--- src/rtl/bf_pkg.sv ---
// Constants, register map and reset values for breaker failure initiation and timing.
package bf_pkg;
    localparam int          CLOCK_HZ        = 10_000_000;
    localparam int          AXI_ADDR_W      = 8;
    localparam int          DELAY_W         = 24;

    localparam logic [7:0]  CTRL_OFFSET     = 8'h00;
    localparam logic [7:0]  BACKUP_OFFSET   = 8'h04;
    localparam logic [7:0]  T1_SP_OFFSET    = 8'h08;
    localparam logic [7:0]  T1_TP_OFFSET    = 8'h0c;
    localparam logic [7:0]  STATUS_OFFSET   = 8'h10;

    localparam int          CTRL_CHECK_BIT  = 0;
    localparam int          CTRL_PERPOLE_BIT = 1;
    localparam int          CTRL_RELEASE_BIT = 2;
    localparam int          CTRL_SEGR_BIT   = 3;
    localparam int          CTRL_TWOSTG_BIT = 4;
    localparam int          CTRL_SPLIT_BIT  = 5;
    localparam int          CTRL_RETRIP1_BIT = 6;
    localparam int          CTRL_W          = 7;

    localparam logic [6:0]  CTRL_RESET      = 7'h03;
    localparam logic [23:0] BACKUP_RESET    = 24'h000800;
    localparam logic [23:0] T1_SP_RESET     = 24'h000400;
    localparam logic [23:0] T1_TP_RESET     = 24'h000400;

    localparam logic [1:0]  RESP_OKAY       = 2'h0;
    localparam logic [1:0]  RESP_SLVERR     = 2'h2;
    localparam int          NUM_TIMERS      = 5;
endpackage

--- src/rtl/breaker_failure_initiation_timing.sv ---
// Breaker failure initiation, contact interlock and delay timers with an AXI4-Lite slave.
`timescale 1ns/1ps
`default_nettype none
module breaker_failure_initiation_timing
    import bf_pkg::*;
(
    // Clock and reset.
    input  wire logic                  clock,
    input  wire logic                  reset,
    // Register bus.
    input  wire logic [AXI_ADDR_W-1:0] s_axi_awaddr,
    input  wire logic                  s_axi_awvalid,
    output logic                       s_axi_awready,
    input  wire logic [31:0]           s_axi_wdata,
    input  wire logic [3:0]            s_axi_wstrb,
    input  wire logic                  s_axi_wvalid,
    output logic                       s_axi_wready,
    output logic [1:0]                 s_axi_bresp,
    output logic                       s_axi_bvalid,
    input  wire logic                  s_axi_bready,
    input  wire logic [AXI_ADDR_W-1:0] s_axi_araddr,
    input  wire logic                  s_axi_arvalid,
    output logic                       s_axi_arready,
    output logic [31:0]                s_axi_rdata,
    output logic [1:0]                 s_axi_rresp,
    output logic                       s_axi_rvalid,
    input  wire logic                  s_axi_rready,
    // Internal feeder protection and current monitor, same clock.
    input  wire logic [2:0]            int_trip_phase,
    input  wire logic                  int_trip_no_current,
    input  wire logic [2:0]            current_flow,
    // External binary inputs.
    input  wire logic                  ext_start_phase_a_in,
    input  wire logic                  ext_start_phase_b_in,
    input  wire logic                  ext_start_phase_c_in,
    input  wire logic                  ext_start_three_phase_in,
    input  wire logic                  ext_start_no_current_in,
    input  wire logic                  start_release_in,
    input  wire logic                  supervision_block_in,
    // Breaker auxiliary contacts.
    input  wire logic [2:0]            pole_nc_closed_in,
    input  wire logic                  series_nc_closed_in,
    input  wire logic                  series_no_closed_in,
    // Trip outputs.
    output logic [2:0]                 retrip_phase,
    output logic                       backup_trip
);

    localparam int SYNC_W = 12;

    logic [SYNC_W-1:0]  pins_raw;
    logic [SYNC_W-1:0]  sync1_r;
    logic [SYNC_W-1:0]  sync2_r;
    logic [2:0]         ext_phase;
    logic               ext_three;
    logic               ext_nocur;
    logic               release_pin;
    logic               block_pin;
    logic [2:0]         nc_closed;
    logic               ser_nc_closed;
    logic               ser_no_closed;

    logic [CTRL_W-1:0]  ctrl_r;
    logic [DELAY_W-1:0] backup_delay_r;
    logic [DELAY_W-1:0] t1_sp_delay_r;
    logic [DELAY_W-1:0] t1_tp_delay_r;

    logic               contact_check_enable;
    logic               per_pole;
    logic               release_assigned;
    logic               segregated;
    logic               two_stage;
    logic               split_first;
    logic               retrip_single_pole_select;

    logic [2:0]         trip_p;
    logic               any_trip;
    logic               multi_trip;
    logic               all_phase_start;
    logic [2:0]         single_start;
    logic               released;
    logic               any_pole_closed;
    logic [2:0]         pole_closed;
    logic [2:0]         cur_seen_r;
    logic               cur_seen3_r;
    logic [2:0]         contact_p;
    logic               contact3;
    logic               nocur_start_r;
    logic [2:0]         init_p;
    logic               init3;
    logic [NUM_TIMERS-1:0]  tmr_run;
    logic [NUM_TIMERS-1:0]  tmr_exp;
    logic [DELAY_W-1:0]     tmr_lim [NUM_TIMERS];
    logic [2:0]         retrip_nxt;
    logic               backup_nxt;

    logic               aw_got_r;
    logic               w_got_r;
    logic [AXI_ADDR_W-1:0] aw_addr_r;
    logic [31:0]        w_data_r;
    logic [3:0]         w_strb_r;
    logic               wr_fire;
    logic [31:0]        status_word;
    logic [31:0]        rd_word;
    logic               rd_hit;
    logic               wr_hit;

    // Every binary input is asynchronous to the relay clock.
    assign pins_raw = {series_no_closed_in, series_nc_closed_in, pole_nc_closed_in,
                       supervision_block_in, start_release_in, ext_start_no_current_in,
                       ext_start_three_phase_in, ext_start_phase_c_in,
                       ext_start_phase_b_in, ext_start_phase_a_in};

    always_ff @(posedge clock)
    begin
        if (reset)
        begin
            sync1_r <= '0;
            sync2_r <= '0;
        end
        else
        begin
            sync1_r <= pins_raw;
            sync2_r <= sync1_r;
        end
    end

    assign ext_phase     = sync2_r[2:0];
    assign ext_three     = sync2_r[3];
    assign ext_nocur     = sync2_r[4];
    assign release_pin   = sync2_r[5];
    assign block_pin     = sync2_r[6];
    assign nc_closed     = sync2_r[9:7];
    assign ser_nc_closed = sync2_r[10];
    assign ser_no_closed = sync2_r[11];

    assign contact_check_enable      = ctrl_r[CTRL_CHECK_BIT];
    assign per_pole                  = ctrl_r[CTRL_PERPOLE_BIT];
    assign release_assigned          = ctrl_r[CTRL_RELEASE_BIT];
    assign segregated                = ctrl_r[CTRL_SEGR_BIT];
    assign two_stage                 = ctrl_r[CTRL_TWOSTG_BIT];
    assign split_first               = ctrl_r[CTRL_SPLIT_BIT];
    assign retrip_single_pole_select = ctrl_r[CTRL_RETRIP1_BIT];

    // Closed NC contact means the pole is open.
    assign any_pole_closed = per_pole ? |(~nc_closed) : ~ser_nc_closed;
    assign pole_closed     = per_pole ? ~nc_closed : {3{ser_no_closed}};

    // Start decoding.
    assign trip_p          = int_trip_phase | ext_phase;
    assign any_trip        = |trip_p;
    assign multi_trip      = (trip_p[0] & trip_p[1]) | (trip_p[1] & trip_p[2])
                           | (trip_p[0] & trip_p[2]);
    assign all_phase_start = ext_three | multi_trip | (~segregated & any_trip);
    assign single_start    = (segregated & ~all_phase_start) ? trip_p : 3'h0;
    assign released        = ~release_assigned | release_pin;

    // Remember that current was seen during the trip, so a vanished current
    // wins over a slow or defective auxiliary contact.
    always_ff @(posedge clock)
    begin
        if (reset)
        begin
            cur_seen_r  <= 3'h0;
            cur_seen3_r <= 1'b0;
        end
        else
        begin
            cur_seen_r  <= trip_p & (cur_seen_r | current_flow);
            cur_seen3_r <= all_phase_start & (cur_seen3_r | (|current_flow));
        end
    end

    // Contacts count only while current is absent and was not seen.
    assign contact_p = {3{contact_check_enable}} & ~current_flow & ~cur_seen_r
                     & pole_closed;
    assign contact3  = contact_check_enable & ~(|current_flow) & ~cur_seen3_r
                     & any_pole_closed;

    // No-current start is held until contacts report the breaker open or the block input is set.
    always_ff @(posedge clock)
    begin
        if (reset)
            nocur_start_r <= 1'b0;
        else if (block_pin || !any_pole_closed)
            nocur_start_r <= 1'b0;
        else if ((int_trip_no_current || ext_nocur) && released)
            nocur_start_r <= 1'b1;
    end

    assign init3  = ~block_pin & released
                  & ((all_phase_start & ((|current_flow) | contact3))
                     | nocur_start_r);
    assign init_p = {3{~block_pin & released}} & single_start
                  & (current_flow | contact_p);

    // Timer 0: backup, 1: three-pole first stage, 2..4: single-pole first stages.
    assign tmr_run = {init_p, init3, init3 | (|init_p)};
    assign tmr_lim[0] = backup_delay_r;
    assign tmr_lim[1] = t1_tp_delay_r;
    assign tmr_lim[2] = t1_sp_delay_r;
    assign tmr_lim[3] = t1_sp_delay_r;
    assign tmr_lim[4] = t1_sp_delay_r;

    genvar gi;
    generate
        for (gi = 0; gi < NUM_TIMERS; gi++)
        begin : g_tmr
            logic [DELAY_W-1:0] cnt_r;
            always_ff @(posedge clock)
            begin
                if (reset || !tmr_run[gi])
                    cnt_r <= '0;
                else if (cnt_r != tmr_lim[gi])
                    cnt_r <= cnt_r + 1'b1;
            end
            assign tmr_exp[gi] = tmr_run[gi] && (cnt_r == tmr_lim[gi]);
        end
    endgenerate

    // Output selection by stage configuration.
    always_comb
    begin
        retrip_nxt = 3'h0;
        backup_nxt = 1'b0;
        if (two_stage)
        begin
            if (tmr_exp[1])
                retrip_nxt = 3'h7;
            if (|tmr_exp[4:2])
                retrip_nxt = retrip_nxt
                           | (retrip_single_pole_select ? tmr_exp[4:2] : 3'h7);
            backup_nxt = tmr_exp[0];
        end
        else if (split_first)
            backup_nxt = |tmr_exp[4:1];
        else
            backup_nxt = tmr_exp[0];
    end

    always_ff @(posedge clock)
    begin
        if (reset)
        begin
            retrip_phase <= 3'h0;
            backup_trip  <= 1'b0;
        end
        else
        begin
            retrip_phase <= retrip_nxt;
            backup_trip  <= backup_nxt;
        end
    end

    // AXI4-Lite write path: address and data taken in either order.
    assign s_axi_awready = ~aw_got_r & ~s_axi_bvalid;
    assign s_axi_wready  = ~w_got_r & ~s_axi_bvalid;
    assign wr_fire       = aw_got_r & w_got_r & ~s_axi_bvalid;
    assign wr_hit        = (aw_addr_r == CTRL_OFFSET) || (aw_addr_r == BACKUP_OFFSET)
                        || (aw_addr_r == T1_SP_OFFSET) || (aw_addr_r == T1_TP_OFFSET);

    always_ff @(posedge clock)
    begin
        if (reset)
        begin
            aw_got_r  <= 1'b0;
            w_got_r   <= 1'b0;
            aw_addr_r <= '0;
            w_data_r  <= 32'h0;
            w_strb_r  <= 4'h0;
        end
        else
        begin
            if (s_axi_awvalid && s_axi_awready)
            begin
                aw_got_r  <= 1'b1;
                aw_addr_r <= s_axi_awaddr;
            end
            else if (wr_fire)
                aw_got_r <= 1'b0;
            if (s_axi_wvalid && s_axi_wready)
            begin
                w_got_r  <= 1'b1;
                w_data_r <= s_axi_wdata;
                w_strb_r <= s_axi_wstrb;
            end
            else if (wr_fire)
                w_got_r <= 1'b0;
        end
    end

    always_ff @(posedge clock)
    begin
        if (reset)
        begin
            s_axi_bvalid <= 1'b0;
            s_axi_bresp  <= RESP_OKAY;
        end
        else if (wr_fire)
        begin
            s_axi_bvalid <= 1'b1;
            s_axi_bresp  <= wr_hit ? RESP_OKAY : RESP_SLVERR;
        end
        else if (s_axi_bready)
            s_axi_bvalid <= 1'b0;
    end

    // Settings; byte lanes honoured, bits above the field width ignored.
    always_ff @(posedge clock)
    begin
        if (reset)
        begin
            ctrl_r         <= CTRL_RESET;
            backup_delay_r <= BACKUP_RESET;
            t1_sp_delay_r  <= T1_SP_RESET;
            t1_tp_delay_r  <= T1_TP_RESET;
        end
        else if (wr_fire)
        begin
            for (int b = 0; b < 3; b++)
            begin
                if (w_strb_r[b])
                begin
                    if (aw_addr_r == BACKUP_OFFSET)
                        backup_delay_r[8*b +: 8] <= w_data_r[8*b +: 8];
                    if (aw_addr_r == T1_SP_OFFSET)
                        t1_sp_delay_r[8*b +: 8] <= w_data_r[8*b +: 8];
                    if (aw_addr_r == T1_TP_OFFSET)
                        t1_tp_delay_r[8*b +: 8] <= w_data_r[8*b +: 8];
                end
            end
            if (w_strb_r[0] && aw_addr_r == CTRL_OFFSET)
                ctrl_r <= w_data_r[CTRL_W-1:0];
        end
    end

    // AXI4-Lite read path: one cycle from address to data.
    assign status_word = {22'h0, backup_trip, retrip_phase, nocur_start_r, init_p,
                          init3, any_pole_closed};
    assign s_axi_arready = ~s_axi_rvalid;

    always_comb
    begin
        rd_hit  = 1'b1;
        rd_word = 32'h0;
        unique case (s_axi_araddr)
            CTRL_OFFSET:   rd_word = {25'h0, ctrl_r};
            BACKUP_OFFSET: rd_word = {8'h0, backup_delay_r};
            T1_SP_OFFSET:  rd_word = {8'h0, t1_sp_delay_r};
            T1_TP_OFFSET:  rd_word = {8'h0, t1_tp_delay_r};
            STATUS_OFFSET: rd_word = status_word;
            default:       rd_hit  = 1'b0;
        endcase
    end

    always_ff @(posedge clock)
    begin
        if (reset)
        begin
            s_axi_rvalid <= 1'b0;
            s_axi_rdata  <= 32'h0;
            s_axi_rresp  <= RESP_OKAY;
        end
        else if (s_axi_arvalid && s_axi_arready)
        begin
            s_axi_rvalid <= 1'b1;
            s_axi_rdata  <= rd_word;
            s_axi_rresp  <= rd_hit ? RESP_OKAY : RESP_SLVERR;
        end
        else if (s_axi_rready)
            s_axi_rvalid <= 1'b0;
    end

endmodule
`default_nettype wire

--- config.mk ---
export PLATFORM = sky130hd
export DESIGN_NAME = breaker_failure_initiation_timing
export DESIGN_NICKNAME = d
export VERILOG_FILES = /design/src/rtl/bf_pkg.sv /design/src/rtl/breaker_failure_initiation_timing.sv
export SDC_FILE = /design/constraint.sdc
export NUM_CORES = 1
export LEC_CHECK = 0
export ABC_AREA = 1
export BUFFER_PORTS_ARGS = -buffer_cell sky130_fd_sc_hd__buf_4
export CORE_ASPECT_RATIO = 2
export CORE_MARGIN = 3
export CORE_UTILIZATION = 45
export CTS_CLUSTER_DIAMETER = 150
export DETAILED_ROUTE_END_ITERATION = 8
export PLACE_DENSITY = 0.67
export SLEW_MARGIN = 10
export SYNTH_ARGS = -nofsm -noshare
export SYNTH_HDL_FRONTEND = slang
export SYNTH_SLANG_ARGS = --single-unit
--- constraint.sdc ---
create_clock -name clock -period 5.1 [get_ports clock]
set_input_delay 0.51 -clock clock [delete_from_list [all_inputs] [get_ports clock]]
set_output_delay 0.51 -clock clock [all_outputs]
set_load 0.03 [all_outputs]
==> Yosys cells after proc, flatten, opt, wreduce, memory -nomap -nowiden <==
Cells that the tools add are included.
{ "classes": {"order_cmp": 0, "n_reduce_logical": 51, "shifts": 0, "addsub": 5, "n_bitwise": 50, "mul": 0, "n_eq_ne": 17, "div": 0, "mux": 20} }
{ "op_table": {"columns": ["operator", "n"], "rows": [
  ["adder 24 x 1 -> 24 bit (second input constant)", 5],
  ["equality test 24 bit", 5],
  ["!= test 24 bit", 5],
  ["one-hot mux 24 bit (5 select lines)", 1],
  ["equality test 8 x 4 -> 1 bit (second input constant)", 4],
  ["AND reduction 3 bit", 9],
  ["bitwise AND 3 bit", 6],
  ["2-to-1 mux 3 bit", 6],
  ["bitwise AND 1 bit", 16],
  ["equality test 8 x 3 -> 1 bit (second input constant)", 2],
  ["logical NOT 8 bit", 2],
  ["OR reduction 3 bit", 5],
  ["NOT 1 bit", 12],
  ["bitwise OR 3 bit", 4],
  ["2-to-1 mux 1 bit", 11],
  ["logical AND 1 bit", 10],
  ["logical OR 1 bit", 10],
  ["NOT 3 bit", 3],
  ["bitwise OR 1 bit", 9],
  ["equality test 8 x 5 -> 1 bit (second input constant)", 1],
  ["nonzero test 2 bit", 4],
  ["logical NOT 1 bit", 6],
  ["OR reduction 5 bit", 1],
  ["2-to-1 mux 2 bit", 2],
  ["other kinds (3)", 4]
]} }
{ "word_totals": {"ramBits": 0, "out_inout_bits": 45, "n_memories": 0, "register_bits": 307, "elab_cells": 175, "latchBits": 0, "in_bits": 78, "mem_bits_ro": 0} }

==> Depth between registers and ports, before layout <==
{ "depth": {"depth_word": 16, "mapped_depth": 13, "ltp_nobuf": 13} }

==> Worst setup path after synthesis <==
Ideal clock, no wire load.
{ "synth_path": {"path_kind": "reg2reg", "from": "reg s_axi_bvalid", "to": "reg w_data_r[11]", "n_path_buf": 1, "arrival_time_ns": 1.708, "stages_incl_launch_ff": 7, "setup_ns": 0.064, "slack_ns": 3.327, "required_ns": 5.036, "period_less_slack_ns": 1.773, "path_cell_list": "dfxtp_1 nor2_1 nand2_1 inv_1 clkbuf_1 nor2_1 nor2_1"} }
{ "synth_via": {"elab_chain_len": 3} }
{ "synth_lines": {"columns": ["element", "line_no", "rtl"], "rows": [
  ["from (decl)", "breaker_failure_initiation_timing.sv:19", "output logic s_axi_bvalid,"],
  ["from (signal assigned)", "breaker_failure_initiation_timing.sv:296", "s_axi_bvalid <= 1'b0;"],
  ["from (signal assigned)", "breaker_failure_initiation_timing.sv:301", "s_axi_bvalid <= 1'b1;"],
  ["from (signal assigned)", "breaker_failure_initiation_timing.sv:305", "s_axi_bvalid <= 1'b0;"],
  ["NOT 1 bit", "breaker_failure_initiation_timing.sv:257", "assign s_axi_wready = ~w_got_r & ~s_axi_bvalid;"],
  ["bitwise AND 1 bit", "breaker_failure_initiation_timing.sv:257", null],
  ["net s_axi_wready", "breaker_failure_initiation_timing.sv:17", "output logic s_axi_wready,"],
  ["logical AND 1 bit", "breaker_failure_initiation_timing.sv:281", "if (s_axi_wvalid && s_axi_wready)"],
  ["to (signal assigned)", "breaker_failure_initiation_timing.sv:284", "w_data_r <= s_axi_wdata;"],
  ["to (decl)", "breaker_failure_initiation_timing.sv:100", "logic [31:0] w_data_r;"]
]} }
The timed path passes the listed nets, and every way through them passes these cells.
A chain may end at the register's enable or synchronous reset.

==> Worst setup path in the final report <==
{ "layout_path": {"from": "reg s_axi_rvalid", "to": "reg s_axi_rdata[21]"} }
{ "layout_via": {"elab_chain_len": 2} }
{ "layout_lines": {"columns": ["element", "line_no", "rtl"], "rows": [
  ["from (decl)", "breaker_failure_initiation_timing.sv:26", "output logic s_axi_rvalid,"],
  ["from (signal assigned)", "breaker_failure_initiation_timing.sv:360", "s_axi_rvalid <= 1'b0;"],
  ["from (signal assigned)", "breaker_failure_initiation_timing.sv:366", "s_axi_rvalid <= 1'b1;"],
  ["from (signal assigned)", "breaker_failure_initiation_timing.sv:371", "s_axi_rvalid <= 1'b0;"],
  ["NOT 1 bit", "breaker_failure_initiation_timing.sv:340", "assign s_axi_arready = ~s_axi_rvalid;"],
  ["logical AND 1 bit", "breaker_failure_initiation_timing.sv:364", "else if (s_axi_arvalid && s_axi_arready)"],
  ["to (signal assigned)", "breaker_failure_initiation_timing.sv:367", "s_axi_rdata <= rd_word;"],
  ["to (decl)", "breaker_failure_initiation_timing.sv:24", "output logic [31:0] s_axi_rdata,"]
]} }
Every way passes these cells.

==> out/results.txt <==
Status -> finished clean
1st-iter DRT viols -> 870
Max Cap Viol -> 0
Area added between synthesis and finish -> 13.8%
Initial Utilization -> 0.461
Die H -> 264 µm
Final Util -> 0.525
IO buf count -> 103
H-tree lvl count -> 1
Nets -> 2401
Routed via count -> 14700
Endpoints failing setup -> 0
Top cells by area, synth -> dfxtp_1 40%, nand2_1 14%, nor2_1 7.2%, a21oi_1 7.0%, inv_1 5.9%
DPL Wire Length -> 37100 µm
First-pass GRT wire length -> 73900 µm
Worst Path Buf+Inv -> 2
Critical path's top delay family -> buffers and inverters
Syn Inst Count -> 2249
WP depth -> 5
Worst skew pair latency -> 0.57 ns
Final Max Slew Viols -> 0
Cell repeated most along the worst path -> inv_1
Root Buffer -> clkbuf_16
Psw -> 1190 µW
Pre-Repair DR Iteration Count -> 6
PD cells -> 300 nW/µm²
Internal cell power -> 3920 µW
Die W -> 135 µm
Max Fclk -> 404 MHz
RSZ-0062 raised after global routing -> no
Final hold vios -> 0
Setup CP Type -> reg2reg
Worst-path cell chain -> inv_1 > nand2_1 > inv_1 > o21ai_0 > a21oi_1
Mapped Area -> 15000 µm²
Max Root-Sink Buffers -> 3
Clk sinks -> 297
LEAKAGE -> 0.00684 µW
Clock Power Share -> 0.477
Slowest stage delay, CP -> 0.96 ns
Gpl congestion -> 1.02
Reg2reg setup slack -> 2.62 ns
Synth top area share -> 0.397
Worst slew margin -> 0.299
FF-to-FF Start -> s_axi_rvalid$_SDFFE_PP0P_
Vias in the first global route -> 14300
Final period utilization -> 0.486
Multi-input logic area -> 7590 µm²
Register area -> 5950 µm²
Worst EP required -> 5.60 ns
Fill count -> 3221
Pwr Total -> 5120 µW
Mapped Avg Cell Area -> 6.66 µm²
Rows -> 93
Worst setup SP type -> register
Antenna viol nets, final -> 0
Crit path max fanout -> 27
GRT Resource Usage Total -> 0.262
Post-synth top flop -> dfxtp_1
Commonest cells in the netlist -> 566 x nand2_1, 297 x dfxtp_1, 286 x nor2_1, 237 x inv_1, 209 x a21oi_1
Count leader, synth -> nand2_1
Share of cells above drive strength 1 -> 0.113
CP Capture Point -> s_axi_rdata[21]$_SDFFE_PP0P_
Reg2Reg Depth -> 5
Die ar. -> 35600 µm²
Crit-path slowest cell -> inv_1
IO Count -> 123
Num CTS Buffers -> 29
Post-CTS Resized -> 0
Post-synthesis sequential area ratio -> 0.397
Core Area -> 32500 µm²
Initial antenna violation count -> 0
Critical path arrival -> 2.97 ns
Slew @ Worst Pin -> 1.05 ns
Post-synth EDFFs -> 0
Max rail drop VDD -> 0.000278 V
R2r endpoint -> s_axi_rdata[21]$_SDFFE_PP0P_
Via density -> 5.31
Share of synthesized flip-flops with an asynchronous set or reset -> 0
Clock Skew -> 0.0158 ns
Sw frac -> 0.233
Yosys cell types -> 48
Final min period -> 2.48 ns
Grt ovf -> 0
Yosys warnings -> 0
Setup TNS Final -> 0 ns
Routed WL -> 47200 µm
Area leader, netlist -> dfxtp_1
CTS tree -> built
Critical Path Start -> s_axi_rvalid$_SDFFE_PP0P_
Hold path depth -> 3
Largest net degree at the start of global routing -> 104
Hold crit path type -> in2reg
Gate power share -> 0.052
Diodes inserted -> 0
Reg power frac -> 0.471
Avg WL per Cell -> 17.1 µm
Flip-flop and latch count after synthesis -> 297
Crit end category -> register
Reg clk slew, reported paths -> 0.07 ns
Hold-fix buffers, CTS -> 0
Setup bufs post-CTS -> 0
Drt drc -> 0
## area by class of cell
class                      count  area share
clock buffer                  34      0.0460
clock inverter                19      0.0175
inverter                     288      0.0634
multi-input combinational   1595       0.446
sequential                   297       0.349
tap                          427      0.0314
timing repair buffer         107      0.0471
## cells by family after synthesis
family | count (synthesis) | share of synthesized area
other | 1 | 0.000250
flip-flops | 297 | 0.397
adder cells (fa/ha/maj) | 5 | 0.00418
AO/OA/AOI/OAI | 467 | 0.167
buffers and inverters | 366 | 0.0982
AND/OR/NAND/NOR | 1044 | 0.293
XOR/XNOR | 69 | 0.0404
## routing by layer
metal,share of wire,GRT usage
met4,0.073,0.172
met1,0.35,0.257
met2,0.55,0.504
met3,0.034,0.0267
met5,0,0
## worst min-delay path by stage
stage | from | end | slack (ns)
6_report | pole_nc_closed_in[0] | sync1_r[7]$_SDFF_PP0_ | 0.15
5_1_grt | ext_start_three_phase_in | sync1_r[3]$_SDFF_PP0_ | 0.12
4_1_cts | pole_nc_closed_in[0] | sync1_r[7]$_SDFF_PP0_ | 0.13
3_5_place_dp | sync1_r[3]$_SDFF_PP0_ | sync2_r[3]$_SDFF_PP0_ | 0.39
3_3_place_gp | sync1_r[0]$_SDFF_PP0_ | sync2_r[0]$_SDFF_PP0_ | 0.39
2_1_floorplan | sync1_r[0]$_SDFF_PP0_ | sync2_r[0]$_SDFF_PP0_ | 0.39
## registers in the layout, indices dropped and copies added, names as in the netlist, 3 cells and up
register        count
t1_sp_delay_r      24
w_strb_r            3
cur_seen_r          3
ctrl_r              7
w_data_r           24
g_tmr.cnt_r       120
retrip_phase        3
t1_tp_delay_r      24
sync2_r            12
s_axi_rdata        24
aw_addr_r           8
backup_delay_r     24
sync1_r            12
## power by group through the flow
stage / combinational, µW / clock (µW) / sequential [µW]
global placement: 261 / 0 / 2460
finish: 266 / 2440 / 2410
detailed placement: 266 / 0 / 2460
global route: 299 / 2570 / 2420
CTS: 267 / 2490 / 2410
floorplan: 171 / 0 / 2450
## per-stage QoR
stage | hold slack (ns) | cell area (µm²) | worst slack, ns | std cells
2_1_floorplan | 0.388 | 15000 | 3.33 | 2258
6_report | 0.145 | 17000 | 2.62 | 2767
3_3_place_gp | 0.389 | 16000 | 2.27 | 2714
5_1_grt | 0.125 | 17000 | 2.38 | 2767
4_1_cts | 0.126 | 17000 | 2.57 | 2767
3_5_place_dp | 0.393 | 16000 | 2.23 | 2714
## tightest hold or removal path: stages
cell and delay (ns):
buf_4 0.08, inv_1 0.03, nor2_1 0.06
## layout by cell type (no fill, tap or decap), types with 21 or more instances in the layout
cell	netlist	routed
a21oi_1	209	209
xor2_1	56	56
inv_1	237	237
o21ai_1	25	25
nor2_1	286	286
o22ai_1	26	26
buf_4	13	107
nand2_1	566	566
dfxtp_1	297	297
o21ai_0	163	163
clkbuf_16	0	29
nor3_1	32	32
inv_2	50	51
a21oi_2	21	21
nand4_1	43	43
nand3_1	70	70
Note: power is estimated with default switching activity, not from simulation.
